===== src/hcc_pkg.sv =====
`default_nettype none

package hcc_pkg;

  // Register map: cursor bank select in bit 3, register in bits 1:0.
  localparam logic [7:0] ADDR_PIPE0   = 8'h10;
  localparam int         BANK_BIT     = 3;
  localparam logic [1:0] REG_CTRL     = 2'h0;
  localparam logic [1:0] REG_VEXT     = 2'h1;
  localparam logic [1:0] REG_BASE_LO  = 2'h2;
  localparam logic [1:0] REG_BASE_HI  = 2'h3;
  localparam logic [7:0] RESET_VALUE  = 8'h00;

  // Control register fields.
  localparam int CTL_MODE_MSB = 2;
  localparam int CTL_VEXT     = 3;
  localparam int CTL_HSTR     = 4;
  localparam int CTL_VSTR     = 5;
  localparam int CTL_BLINK    = 6;
  localparam int CTL_ORIGIN   = 7;
  localparam int PIPE0_ALT    = 0;
  localparam int PAT_SEL_LSB  = 4;

  // Mode field codes.
  localparam logic [2:0] MODE_OFF     = 3'h0;
  localparam logic [2:0] MODE_32AX    = 3'h1;
  localparam logic [2:0] MODE_64AX    = 3'h2;
  localparam logic [2:0] MODE_64C4    = 3'h3;
  localparam logic [2:0] MODE_64C3T   = 3'h4;
  localparam logic [2:0] MODE_128C2   = 3'h5;
  localparam logic [2:0] MODE_128C1T  = 3'h6;

  localparam logic [7:0] SIZE_32      = 8'h20;
  localparam logic [7:0] SIZE_64      = 8'h40;
  localparam logic [7:0] SIZE_128     = 8'h80;
  localparam logic [11:0] XOR_PLANE_OFF = 12'h008;

  // Alternate palette bases: cursor 2 at entries 0-3, cursor 1 at 4-7.
  localparam logic [2:0] PAL_C1_BASE  = 3'h4;
  localparam logic [2:0] PAL_C2_BASE  = 3'h0;
  localparam logic [2:0] PAL_CRT_BDR  = 3'h6;
  localparam logic [2:0] PAL_FP_BDR   = 3'h7;

  typedef struct packed {
    logic [1:0] data;
    logic [6:0] line;
  } hcc_pix_t;

  typedef struct packed {
    logic        fetchEn;
    logic        hStretch;
    logic        vStretch;
    logic        blink;
    logic        originBorder;
    logic [7:0]  width;
    logic [7:0]  height;
    logic [23:0] fetchAddr;
    logic        show;
    logic [2:0]  colorIdx;
    logic        invert;
  } hcc_cur_t;

  typedef struct packed {
    logic       alt;
    logic [7:0] index;
  } hcc_pal_t;

endpackage

`default_nettype wire


===== src/hcc_cursor_config.sv =====
// Operation
// - Three-bit mode field per cursor control
// - Six modes: sizes and pixel encodings
// - Stretch only on flat panel, own enables
// - Stretch reuses main image stretch settings
// - Per-cursor blink enable bit
// - Origin bit: active area or border corner
// - Base address is frame buffer offset
// - Each cursor owns a 4KB region
// - 32x32 mode: four bits pick pattern
// - 64x64 modes: top two bits pick pattern
// - 128x128 modes: top bit picks pattern
// - Bit 3 takes height from extension
// - Width still set by mode
// - Alternate palette entries hold cursor colors
// - Pipeline bit 0 routes palette accesses
// - Border uses entries six and seven
// - AND/XOR pixel has two plane bits
// - AND zero colors, AND one transparent, XOR one inverts
// - 32x32 lines stored in 16-byte pairs
`timescale 1ns/100ps
`default_nettype none

module hcc_cursor_config (
  input  wire logic                   core_clk,
  input  wire logic                   reset_n,
  input  wire logic [7:0]             regAddr,
  input  wire logic [7:0]             regWrData,
  input  wire logic                   regWrStb,
  input  wire logic                   regRdStb,
  output logic [7:0]                  regRdData,
  input  wire logic                   flatPanelPin,
  input  wire logic                   borderEnPin,
  input  wire logic [7:0]             palSubAddr,
  input  wire hcc_pkg::hcc_pix_t [1:0] pixIn,
  output hcc_pkg::hcc_cur_t [1:0]     curOut,
  output hcc_pkg::hcc_pal_t           palRoute
);

  ////////////////////////////////////////////////////////////////////
  // Helpers.

  function automatic logic [7:0] modeSize(input logic [2:0] m);
    case (m)
      hcc_pkg::MODE_32AX: modeSize = hcc_pkg::SIZE_32;
      hcc_pkg::MODE_64AX,
      hcc_pkg::MODE_64C4,
      hcc_pkg::MODE_64C3T: modeSize = hcc_pkg::SIZE_64;
      hcc_pkg::MODE_128C2,
      hcc_pkg::MODE_128C1T: modeSize = hcc_pkg::SIZE_128;
      default: modeSize = 8'h00;
    endcase
  endfunction

  // Offset of the selected pattern inside the 4KB region.
  function automatic logic [11:0] patOffset(input logic [2:0] m,
                                            input logic [3:0] sel);
    case (m)
      hcc_pkg::MODE_32AX: patOffset = {sel, 8'h00};
      hcc_pkg::MODE_64AX,
      hcc_pkg::MODE_64C4,
      hcc_pkg::MODE_64C3T: patOffset = {sel[3:2], 10'h000};
      hcc_pkg::MODE_128C2,
      hcc_pkg::MODE_128C1T: patOffset = {sel[3], 11'h000};
      default: patOffset = 12'h000;
    endcase
  endfunction

  // Offset of a line's first word inside its pattern.
  function automatic logic [11:0] lineOffset(input logic [2:0] m,
                                             input logic [6:0] ln);
    if (m == hcc_pkg::MODE_32AX) begin
      lineOffset = {2'h0, ln[6:1], 4'h0} | {9'h000, ln[0], 2'h0};
    end else begin
      lineOffset = {1'h0, ln, 4'h0};
    end
  endfunction

  // Returns {show, color number, invert} for one pixel.
  function automatic logic [3:0] pixDecode(input logic [2:0] m,
                                           input logic [1:0] d);
    case (m)
      hcc_pkg::MODE_32AX,
      hcc_pkg::MODE_64AX: begin
        if (!d[1]) begin
          pixDecode = {1'b1, 1'b0, d[0], 1'b0};
        end else begin
          pixDecode = {1'b0, 2'h0, d[0]};
        end
      end
      hcc_pkg::MODE_64C4: pixDecode = {1'b1, d, 1'b0};
      hcc_pkg::MODE_64C3T: pixDecode = {d != 2'h0, d, 1'b0};
      hcc_pkg::MODE_128C2: pixDecode = {1'b1, 1'b0, d[0], 1'b0};
      hcc_pkg::MODE_128C1T: pixDecode = {d[0], 3'h0};
      default: pixDecode = 4'h0;
    endcase
  endfunction

  ////////////////////////////////////////////////////////////////////
  // Pin synchronisers.

  logic [1:0] fpSync_reg;
  logic [1:0] bdrSync_reg;

  always_ff @(posedge core_clk or negedge reset_n) begin
    if (!reset_n) begin
      fpSync_reg  <= 2'h0;
      bdrSync_reg <= 2'h0;
    end else begin
      fpSync_reg  <= {fpSync_reg[0], flatPanelPin};
      bdrSync_reg <= {bdrSync_reg[0], borderEnPin};
    end
  end

  logic flatPanel;
  logic borderEn;
  assign flatPanel = fpSync_reg[1];
  assign borderEn  = bdrSync_reg[1];

  ////////////////////////////////////////////////////////////////////
  // Register file.

  logic [7:0] ctrl_reg   [2];
  logic [7:0] vext_reg   [2];
  logic [7:0] baseLo_reg [2];
  logic [7:0] baseHi_reg [2];
  logic [7:0] pipe0_reg;
  logic [7:0] rdData_reg;

  logic       bankHit;
  logic       bank;
  assign bankHit = (regAddr[7:4] == 4'h0) && !regAddr[2];
  assign bank    = regAddr[hcc_pkg::BANK_BIT];

  always_ff @(posedge core_clk or negedge reset_n) begin
    if (!reset_n) begin
      for (int i = 0; i < 2; i++) begin
        ctrl_reg[i]   <= hcc_pkg::RESET_VALUE;
        vext_reg[i]   <= hcc_pkg::RESET_VALUE;
        baseLo_reg[i] <= hcc_pkg::RESET_VALUE;
        baseHi_reg[i] <= hcc_pkg::RESET_VALUE;
      end
      pipe0_reg <= hcc_pkg::RESET_VALUE;
    end else if (regWrStb) begin
      if (regAddr == hcc_pkg::ADDR_PIPE0) begin
        pipe0_reg <= regWrData;
      end else if (bankHit) begin
        case (regAddr[1:0])
          hcc_pkg::REG_CTRL: ctrl_reg[bank] <= regWrData;
          hcc_pkg::REG_VEXT: vext_reg[bank] <= regWrData;
          hcc_pkg::REG_BASE_LO: baseLo_reg[bank] <= regWrData;
          default: baseHi_reg[bank] <= regWrData;
        endcase
      end
    end
  end

  // Read data stands for one cycle only; unmapped addresses read zero.
  always_ff @(posedge core_clk or negedge reset_n) begin
    if (!reset_n) begin
      rdData_reg <= 8'h00;
    end else if (!regRdStb) begin
      rdData_reg <= 8'h00;
    end else if (regAddr == hcc_pkg::ADDR_PIPE0) begin
      rdData_reg <= pipe0_reg;
    end else if (bankHit) begin
      case (regAddr[1:0])
        hcc_pkg::REG_CTRL: rdData_reg <= ctrl_reg[bank];
        hcc_pkg::REG_VEXT: rdData_reg <= vext_reg[bank];
        hcc_pkg::REG_BASE_LO: rdData_reg <= baseLo_reg[bank];
        default: rdData_reg <= baseHi_reg[bank];
      endcase
    end else begin
      rdData_reg <= 8'h00;
    end
  end

  assign regRdData = rdData_reg;

  ////////////////////////////////////////////////////////////////////
  // Per-cursor configuration and pixel path.

  hcc_pkg::hcc_cur_t [1:0] cur_reg;
  hcc_pkg::hcc_cur_t [1:0] cur_next;

  always_comb begin
    logic [2:0]  m;
    logic [3:0]  px;
    logic        on;
    m  = 3'h0;
    px = 4'h0;
    on = 1'b0;
    for (int i = 0; i < 2; i++) begin
      m  = ctrl_reg[i][hcc_pkg::CTL_MODE_MSB:0];
      on = (modeSize(m) != 8'h00);
      px = pixDecode(m, pixIn[i].data);
      cur_next[i].fetchEn = on;
      // Only the enables live here; the stretch engine applies the
      // main image's algorithm and parameters to the cursor too.
      cur_next[i].hStretch = on && flatPanel
                             && ctrl_reg[i][hcc_pkg::CTL_HSTR];
      cur_next[i].vStretch = on && flatPanel
                             && ctrl_reg[i][hcc_pkg::CTL_VSTR];
      cur_next[i].blink = on && ctrl_reg[i][hcc_pkg::CTL_BLINK];
      cur_next[i].originBorder = ctrl_reg[i][hcc_pkg::CTL_ORIGIN];
      cur_next[i].width = modeSize(m);
      cur_next[i].height = ctrl_reg[i][hcc_pkg::CTL_VEXT] && on
                           ? vext_reg[i] : modeSize(m);
      // A 4KB-aligned region keeps pattern and line offsets in the low
      // 12 bits, so they are merged without a carry.
      cur_next[i].fetchAddr = on ? {baseHi_reg[i], baseLo_reg[i][3:0],
                              patOffset(m, baseLo_reg[i][7:4])
                              + lineOffset(m, pixIn[i].line)}
                              : 24'h000000;
      cur_next[i].show = px[3];
      cur_next[i].invert = px[0];
      cur_next[i].colorIdx = (i == 0 ? hcc_pkg::PAL_C1_BASE
                              : hcc_pkg::PAL_C2_BASE) | {1'b0, px[2:1]};
      // Entries 6 and 7 carry border colors, so cursor 1 falls back to
      // colors 0 and 1 while the border is on.
      if (i == 0 && borderEn && px[2]) begin
        cur_next[i].colorIdx = hcc_pkg::PAL_C1_BASE | {2'h0, px[1]};
      end
    end
  end

  always_ff @(posedge core_clk or negedge reset_n) begin
    if (!reset_n) begin
      cur_reg <= '0;
    end else begin
      cur_reg <= cur_next;
    end
  end

  assign curOut = cur_reg;

  ////////////////////////////////////////////////////////////////////
  // Palette sub-address routing.

  hcc_pkg::hcc_pal_t pal_reg;

  always_ff @(posedge core_clk or negedge reset_n) begin
    if (!reset_n) begin
      pal_reg <= '0;
    end else begin
      pal_reg.alt   <= pipe0_reg[hcc_pkg::PIPE0_ALT];
      pal_reg.index <= pipe0_reg[hcc_pkg::PIPE0_ALT]
                       ? {5'h00, palSubAddr[2:0]} : palSubAddr;
    end
  end

  assign palRoute = pal_reg;

  ////////////////////////////////////////////////////////////////////
  // Checks.

  chk_pipe_route: assert property (@(posedge core_clk) disable iff (!reset_n)
    $past(pipe0_reg[0]) |-> palRoute.alt && palRoute.index[7:3] == 5'h00)
    else $error("Palette access not routed to alternate entries.");

  chk_ctrl_readback: assert property (@(posedge core_clk) disable iff (!reset_n)
    regWrStb && regAddr == 8'h08 ##1 regRdStb && regAddr == 8'h08
    |=> regRdData == $past(regWrData, 2))
    else $error("Cursor 2 control did not read back.");

  for (genvar g = 0; g < 2; g++) begin : gChk
    chk_disabled_quiet: assert property (@(posedge core_clk)
      disable iff (!reset_n)
      $past(ctrl_reg[g][2:0]) == 3'h0 |-> !curOut[g].fetchEn
      && !curOut[g].show && !curOut[g].invert)
      else $error("Disabled cursor still active.");

    chk_stretch_panel: assert property (@(posedge core_clk)
      disable iff (!reset_n)
      curOut[g].hStretch || curOut[g].vStretch |-> $past(flatPanel))
      else $error("Cursor stretch without flat panel.");

    chk_vext_height: assert property (@(posedge core_clk)
      disable iff (!reset_n)
      $past(ctrl_reg[g][3]) && $past(ctrl_reg[g][2:0]) != 3'h0
      && $past(ctrl_reg[g][2:0]) != 3'h7
      |-> curOut[g].height == $past(vext_reg[g]))
      else $error("Extended height not taken.");

    chk_width_mode: assert property (@(posedge core_clk)
      disable iff (!reset_n)
      $past(ctrl_reg[g][2:0]) == 3'h5 |-> curOut[g].width == 8'h80)
      else $error("Width not set by mode.");

    chk_pattern_32: assert property (@(posedge core_clk)
      disable iff (!reset_n)
      $past(ctrl_reg[g][2:0]) == 3'h1 |-> curOut[g].fetchAddr[11:8]
      == $past(baseLo_reg[g][7:4]))
      else $error("Pattern select wrong in 32x32 mode.");

    chk_base_offset: assert property (@(posedge core_clk)
      disable iff (!reset_n)
      curOut[g].fetchEn |-> curOut[g].fetchAddr[23:12]
      == {$past(baseHi_reg[g]), $past(baseLo_reg[g][3:0])})
      else $error("Fetch address outside base region.");

    chk_andxor_clear: assert property (@(posedge core_clk)
      disable iff (!reset_n)
      ($past(ctrl_reg[g][2:0]) == 3'h1 || $past(ctrl_reg[g][2:0]) == 3'h2)
      && $past(pixIn[g].data[1]) |-> !curOut[g].show
      && curOut[g].invert == $past(pixIn[g].data[0]))
      else $error("AND/XOR transparency wrong.");
  end

endmodule // hcc_cursor_config

`default_nettype wire


===== config.mk =====
export PLATFORM = sky130hd
export DESIGN_NAME = hcc_cursor_config
export DESIGN_NICKNAME = d
export VERILOG_FILES = /design/src/hcc_pkg.sv /design/src/hcc_cursor_config.sv
export SDC_FILE = /design/constraint.sdc
export NUM_CORES = 1
export LEC_CHECK = 0
export BUFFER_PORTS_ARGS = -buffer_cell sky130_fd_sc_hd__buf_2
export CAP_MARGIN = 20
export CORE_MARGIN = 4
export CORE_UTILIZATION = 58
export CTS_CLUSTER_DIAMETER = 200
export DETAILED_ROUTE_END_ITERATION = 12
export PLACE_DENSITY = 0.87
export SLEW_MARGIN = 20
export SYNTH_ARGS = -nofsm -noshare
export SYNTH_HDL_FRONTEND = slang
export SYNTH_SLANG_ARGS = --single-unit
export TNS_END_PERCENT = 10

===== constraint.sdc =====
create_clock -name core_clk -period 7.05 [get_ports core_clk]
set_clock_uncertainty 0.2 [all_clocks]
set_input_delay 0.3525 -clock core_clk [delete_from_list [all_inputs] [get_ports core_clk]]
set_output_delay 0.3525 -clock core_clk [all_outputs]
set_load 0.01 [all_outputs]

# [Word-level counts from Yosys, hierarchy flattened]
# Cells that the tools add are included.
# Widths: inputs -> output; s select.
[word_totals] ff_bits=192 in_bits=48 output_inout_bits=117 elab_cells=130
[classes] n_addsub=2 n_lt_le_gt_ge=2 n_eq_ne=15 muxes=38 bitwise=5 n_reduce_logical=32
[ops] cell="$mux 8" count=19
[ops] cell="$pmux 12 s3" count=2
[ops] cell="$pmux 8 s3" count=3
[ops] cell="$bwmux 16" count=4
[ops] cell="$mux 24" count=2
[ops] cell="$pmux 4 s5" count=2
[ops] cell="$add 12x12->12" count=2
[ops] cell="$mux 11" count=2
[ops] cell="$or 10x3->10" count=2
[ops] cell="$eq 3x3->1 const B" count=6
[ops] cell="$reduce_and 4->1" count=4
[ops] cell="$reduce_bool 8->1" count=2
[ops] cell="$logic_and 1x1->1" count=13
[ops] cell="$eq 3x2->1 const B" count=4
[ops] cell="$reduce_or 3->1" count=3
[ops] cell="$demux 8 s1" count=1
[ops] cell="$eq 8x5->1 const B" count=1
[ops] cell="$mux 4" count=2
[ops] cell="$reduce_or 2->1" count=4
[ops] cell="$eq 3x1->1 const B" count=2
[ops] cell="$logic_not 4->1" count=1
[ops] cell="$reduce_bool 2->1" count=2
[ops] cell="$eq 2x1->1 const B" count=1
[ops] cell="$eq 2x2->1 const B" count=1
[ops] cell="other kinds (8)" count=9

# [Logic depth before layout (Yosys ltp)]
[depth] ltp_word=8 mapped_depth=12 mapped_depth_nobuf=10

# [Least setup slack after synthesis]
# No wires, ideal clock.
[synth_timing] kind="reg2reg" start="register ctrl_reg[10] (netlist name)" end="register cur_reg (netlist bit curOut[16])" setup_time_ns=0.125 arrival_time_ns=2.326 required_time_ns=6.725 setup_slack_ns=4.399 path_stages_with_launch=10 n_path_buf=2 period_less_slack_ns=2.651 cell_sequence="dfrtp_1 -> clkbuf_1 -> or3b_2 -> clkbuf_1 -> mux2_2 -> ha_1 -> a21o_1 -> a21oi_1 -> xor2_1 -> nor2_1"
[synth_lines] item="start: declaration" line_no="hcc_cursor_config.sv:123" rtl="logic [7:0] ctrl_reg [2];"
[synth_lines] item="start signal: indexed assignment" line_no="hcc_cursor_config.sv:138" rtl="ctrl_reg[i] <= hcc_pkg::RESET_VALUE;"
[synth_lines] item="start signal: indexed assignment" line_no="hcc_cursor_config.sv:149" rtl="hcc_pkg::REG_CTRL: ctrl_reg[bank] <= regWrData;"
[synth_lines] item="end signal: assignment" line_no="hcc_cursor_config.sv:231" rtl="cur_reg <= cur_next;"
[synth_lines] item="end: declaration" line_no="hcc_cursor_config.sv:183" rtl="hcc_pkg::hcc_cur_t [1:0] cur_reg;"

==> results.cfg <==
[synthesis]
syn_area_um2 = 7282
synth_top_area_share_pct = 60.48
synth_flop_cell = dfrtp_1
synthArstFlopShare_pct = 100.0
synth_common_cells = 176 x dfrtp_1, 84 x mux2_2, 42 x and3_1
synth_top_family_by_area = multiplexers
synth_simple_gate_area_share_pct = 10.34
synth.lib_cells_used.distinct = 43
ys_ff_latch = 176
synth-edff-count = 0
synth.yosys.warnings = 0
synth_fa_ha_area_share_pct = 1.856
postSynthCellCount = 553
synthTopCellsByArea = dfrtp_1 60%, mux2_2 13%, mux2i_1 4.4%
synth_seq_area_share_pct = 60.48
synth_mux_area_share_pct = 17.39
yosys.cell_count.top_type = dfrtp_1
synth_compound_area_share_pct = 4.553
synth_top_area_cell = dfrtp_1
synth_xor_area_share_pct = 0.7216
syn_avg_cell_area_um2 = 13.17

[clock_tree]
post_cts_resize_count = 0
root_buffer = clkbuf_16
cts_buffer_depth = 2
cts.reportedPaths.clkPinSlew_ns = 0.06
cts_buffers = 17
cts_tree = built
htreeDepth = 4
insertion_delay_ns = 0.42
cts_num_sinks = 176

[setup_path]
cp_max_fo = 11
critPathRequiredTime_ns = 7.14
path_class = reg -> reg
worstPathArrival_ns = 2.79
startpoint_type = flop
critPathCaptureType = flop
ff2ff_setup_slack_ns = 4.35

[min_path]
min_path_type = in -> reg

[layout]
final-seq-area_um2 = 4404
multiInputGateArea_um2 = 2606
fin_nets = 767
n_fill_cell = 787
area_growth_pct = 22.22
drive_above_1_share_pct = 38.12
utilization_pct = 73.18
num_antenna_cells = 0
largest_reg_flops = 83
final_cells = 892

[routing]
avgRoutedWirePerCell_um = 19.45
drtIter0Drc = 542
drtPass1Iterations = 5
viasPerCell = 5.585
drc = 0
vias = 4982
wirelength_um = 17350
antenna_left = 0

[place]
place_ws_ns = 4.257
dp.cells = 840
numPortBuffers = 147
gp_congestion = 0.8855
hpwl_um = 11700

[floorplanning]
die_y_um = 120.1
rows = 40
die_area_um2 = 14410
die_w_um = 120.1
start_util_pct = 59.88
core_area_um2 = 12160
ios = 165

[sta]
finalMaxSlewViolations = 0
max_freq_mhz = 370.8
rsz0062_at_grt = false
maxSlewHeadroom_pct = 31.68
min_period_ns = 2.697
finalSetupViolCount = 0
setup_slack_ns = 4.353
fin_crit_sh_pct = 38.25
hold_violations = 0
tightest_slew_ns = 1.025
tns_ns = 0

[power]
power_frac_comb_pct = 8.0
power_switching_uw = 508.3
cell_internal_pwr_uw = 1762
p_leak_uw = 0.005009
power.density_nw_per_um2 = 255.0
p_total_uw = 2270
sw_frac_of_total_pct = 22.39
ir_drop_v = 0.0001450
seq_power_share_pct = 47.5
p_clk_share_pct = 44.6

[outcome]
status = completed

[grt]
overflow = 0
gr-usage-met3_pct = 4.713
use_met1_pct = 32.58
globalRouteTotalUtil_pct = 24.93
grt.busiest_layer = met2
grt_pass1_vias = 5258
antenna_found_initial = 0
grt_pass1_wl_um = 27840
grt_max_degree = 90
grt_use_met2_pct = 41.06

[flow_run]
maxCapViolations = 0
-- cell families (layout without fill, tap and decap cells) --
group           Yosys count  in the layout
compound gates           51             51
xor+xnor                  6              6
fa+ha+maj                10             10
buf+inv                  65            220
flops                   176            176
mux                     116            116
other cells               2             18
simple gates            127            127
-- worst max-delay path, stage by stage (launching register included) --
cell     delay [ns]
dfrtp_1        0.48
inv_1          0.15
nand3_1        0.11
inv_1          0.34
mux2_2         0.40
ha_1           0.29
a21o_1         0.17
a21oi_1        0.17
xor2_1         0.19
nor2_1         0.06
-- timing repair --
action | 4_1_cts | 5_1_grt
endpoints found under the hold margin | 108 | 1
hold buffers | 19 | 1
setup buffers | 0 | 0
-- power groups by stage --
| stage | combinational, µW | clock [µW] | sequential, µW |
|---|---|---|---|
| after floorplan | 92.4 | 0 | 1090 |
| after global placement | 164 | 0 | 1090 |
| after detailed placement | 171 | 0 | 1090 |
| after CTS | 182 | 1020 | 1080 |
| after global routing | 199 | 1070 | 1080 |
| final | 181 | 1010 | 1080 |
-- final timing paths --
path | to | startpoint | cells past startpoint
hold / removal | curOut[9] | pixIn[1] | 3
max in group asynchronous | curOut[23] | reset_n | 3
min in group asynchronous | palRoute[1] | reset_n | 2
setup / recovery | curOut[66] | ctrl_reg[2] | 9
setup reg to reg | curOut[66] | ctrl_reg[2] | 9
hold reg to reg | bdrSync_reg[1] | bdrSync_reg[0] | 0
-- metal layers --
layer	routed length, µm	part of all wire, %	up-vias
met5	0	0	-
met4	448	2.6	0
met3	1101	6.3	40
met2	8724	50	222
met1	7075	41	2518
li1	-	-	2202
-- cell usage in the layout, fill, tap and decap left out, types with 3 or more instances in the layout --
master         instances
nor2_2                 3
o21ai_0               14
bufinv_16              4
ha_1                   6
and3_1                42
buf_2                146
clkbuf_16             17
nor2b_1                7
nand2_1               13
xor2_1                 6
mux2_2                84
conb_1                18
a22o_1                 7
clkinv_2               3
a21boi_0               3
o221ai_1               8
a21oi_1               14
nor2_1                20
nand2b_1               5
mux2i_1               32
inv_1                 20
and2_1                 7
clkbuf_8               5
nand3_1               12
nor3_1                 3
dfrtp_1              176
dlygate4sd3_1         20
-- through the flow --
| stage | cell area (µm²) | hold slack [ns] |
|---|---|---|
| finish | 8900 | 0.005933 |
| global route | 8900 | 0.006143 |
| CTS | 8886 | 0.0003672 |
| detailed placement | 8045 | 0.1358 |
| global placement | 8045 | 0.1350 |
| floorplan | 7342 | -0.1431 |
-- layout make-up --
cell class,count,area share (%)
clock buffer,23,5.595
sequential,176,49.49
clock inverter,9,1.715
inverter,20,0.8435
multi-input combinational,328,29.28
timing repair buffer,168,10.71
tap,168,2.362
Note: power is estimated with default switching activity, not from simulation.
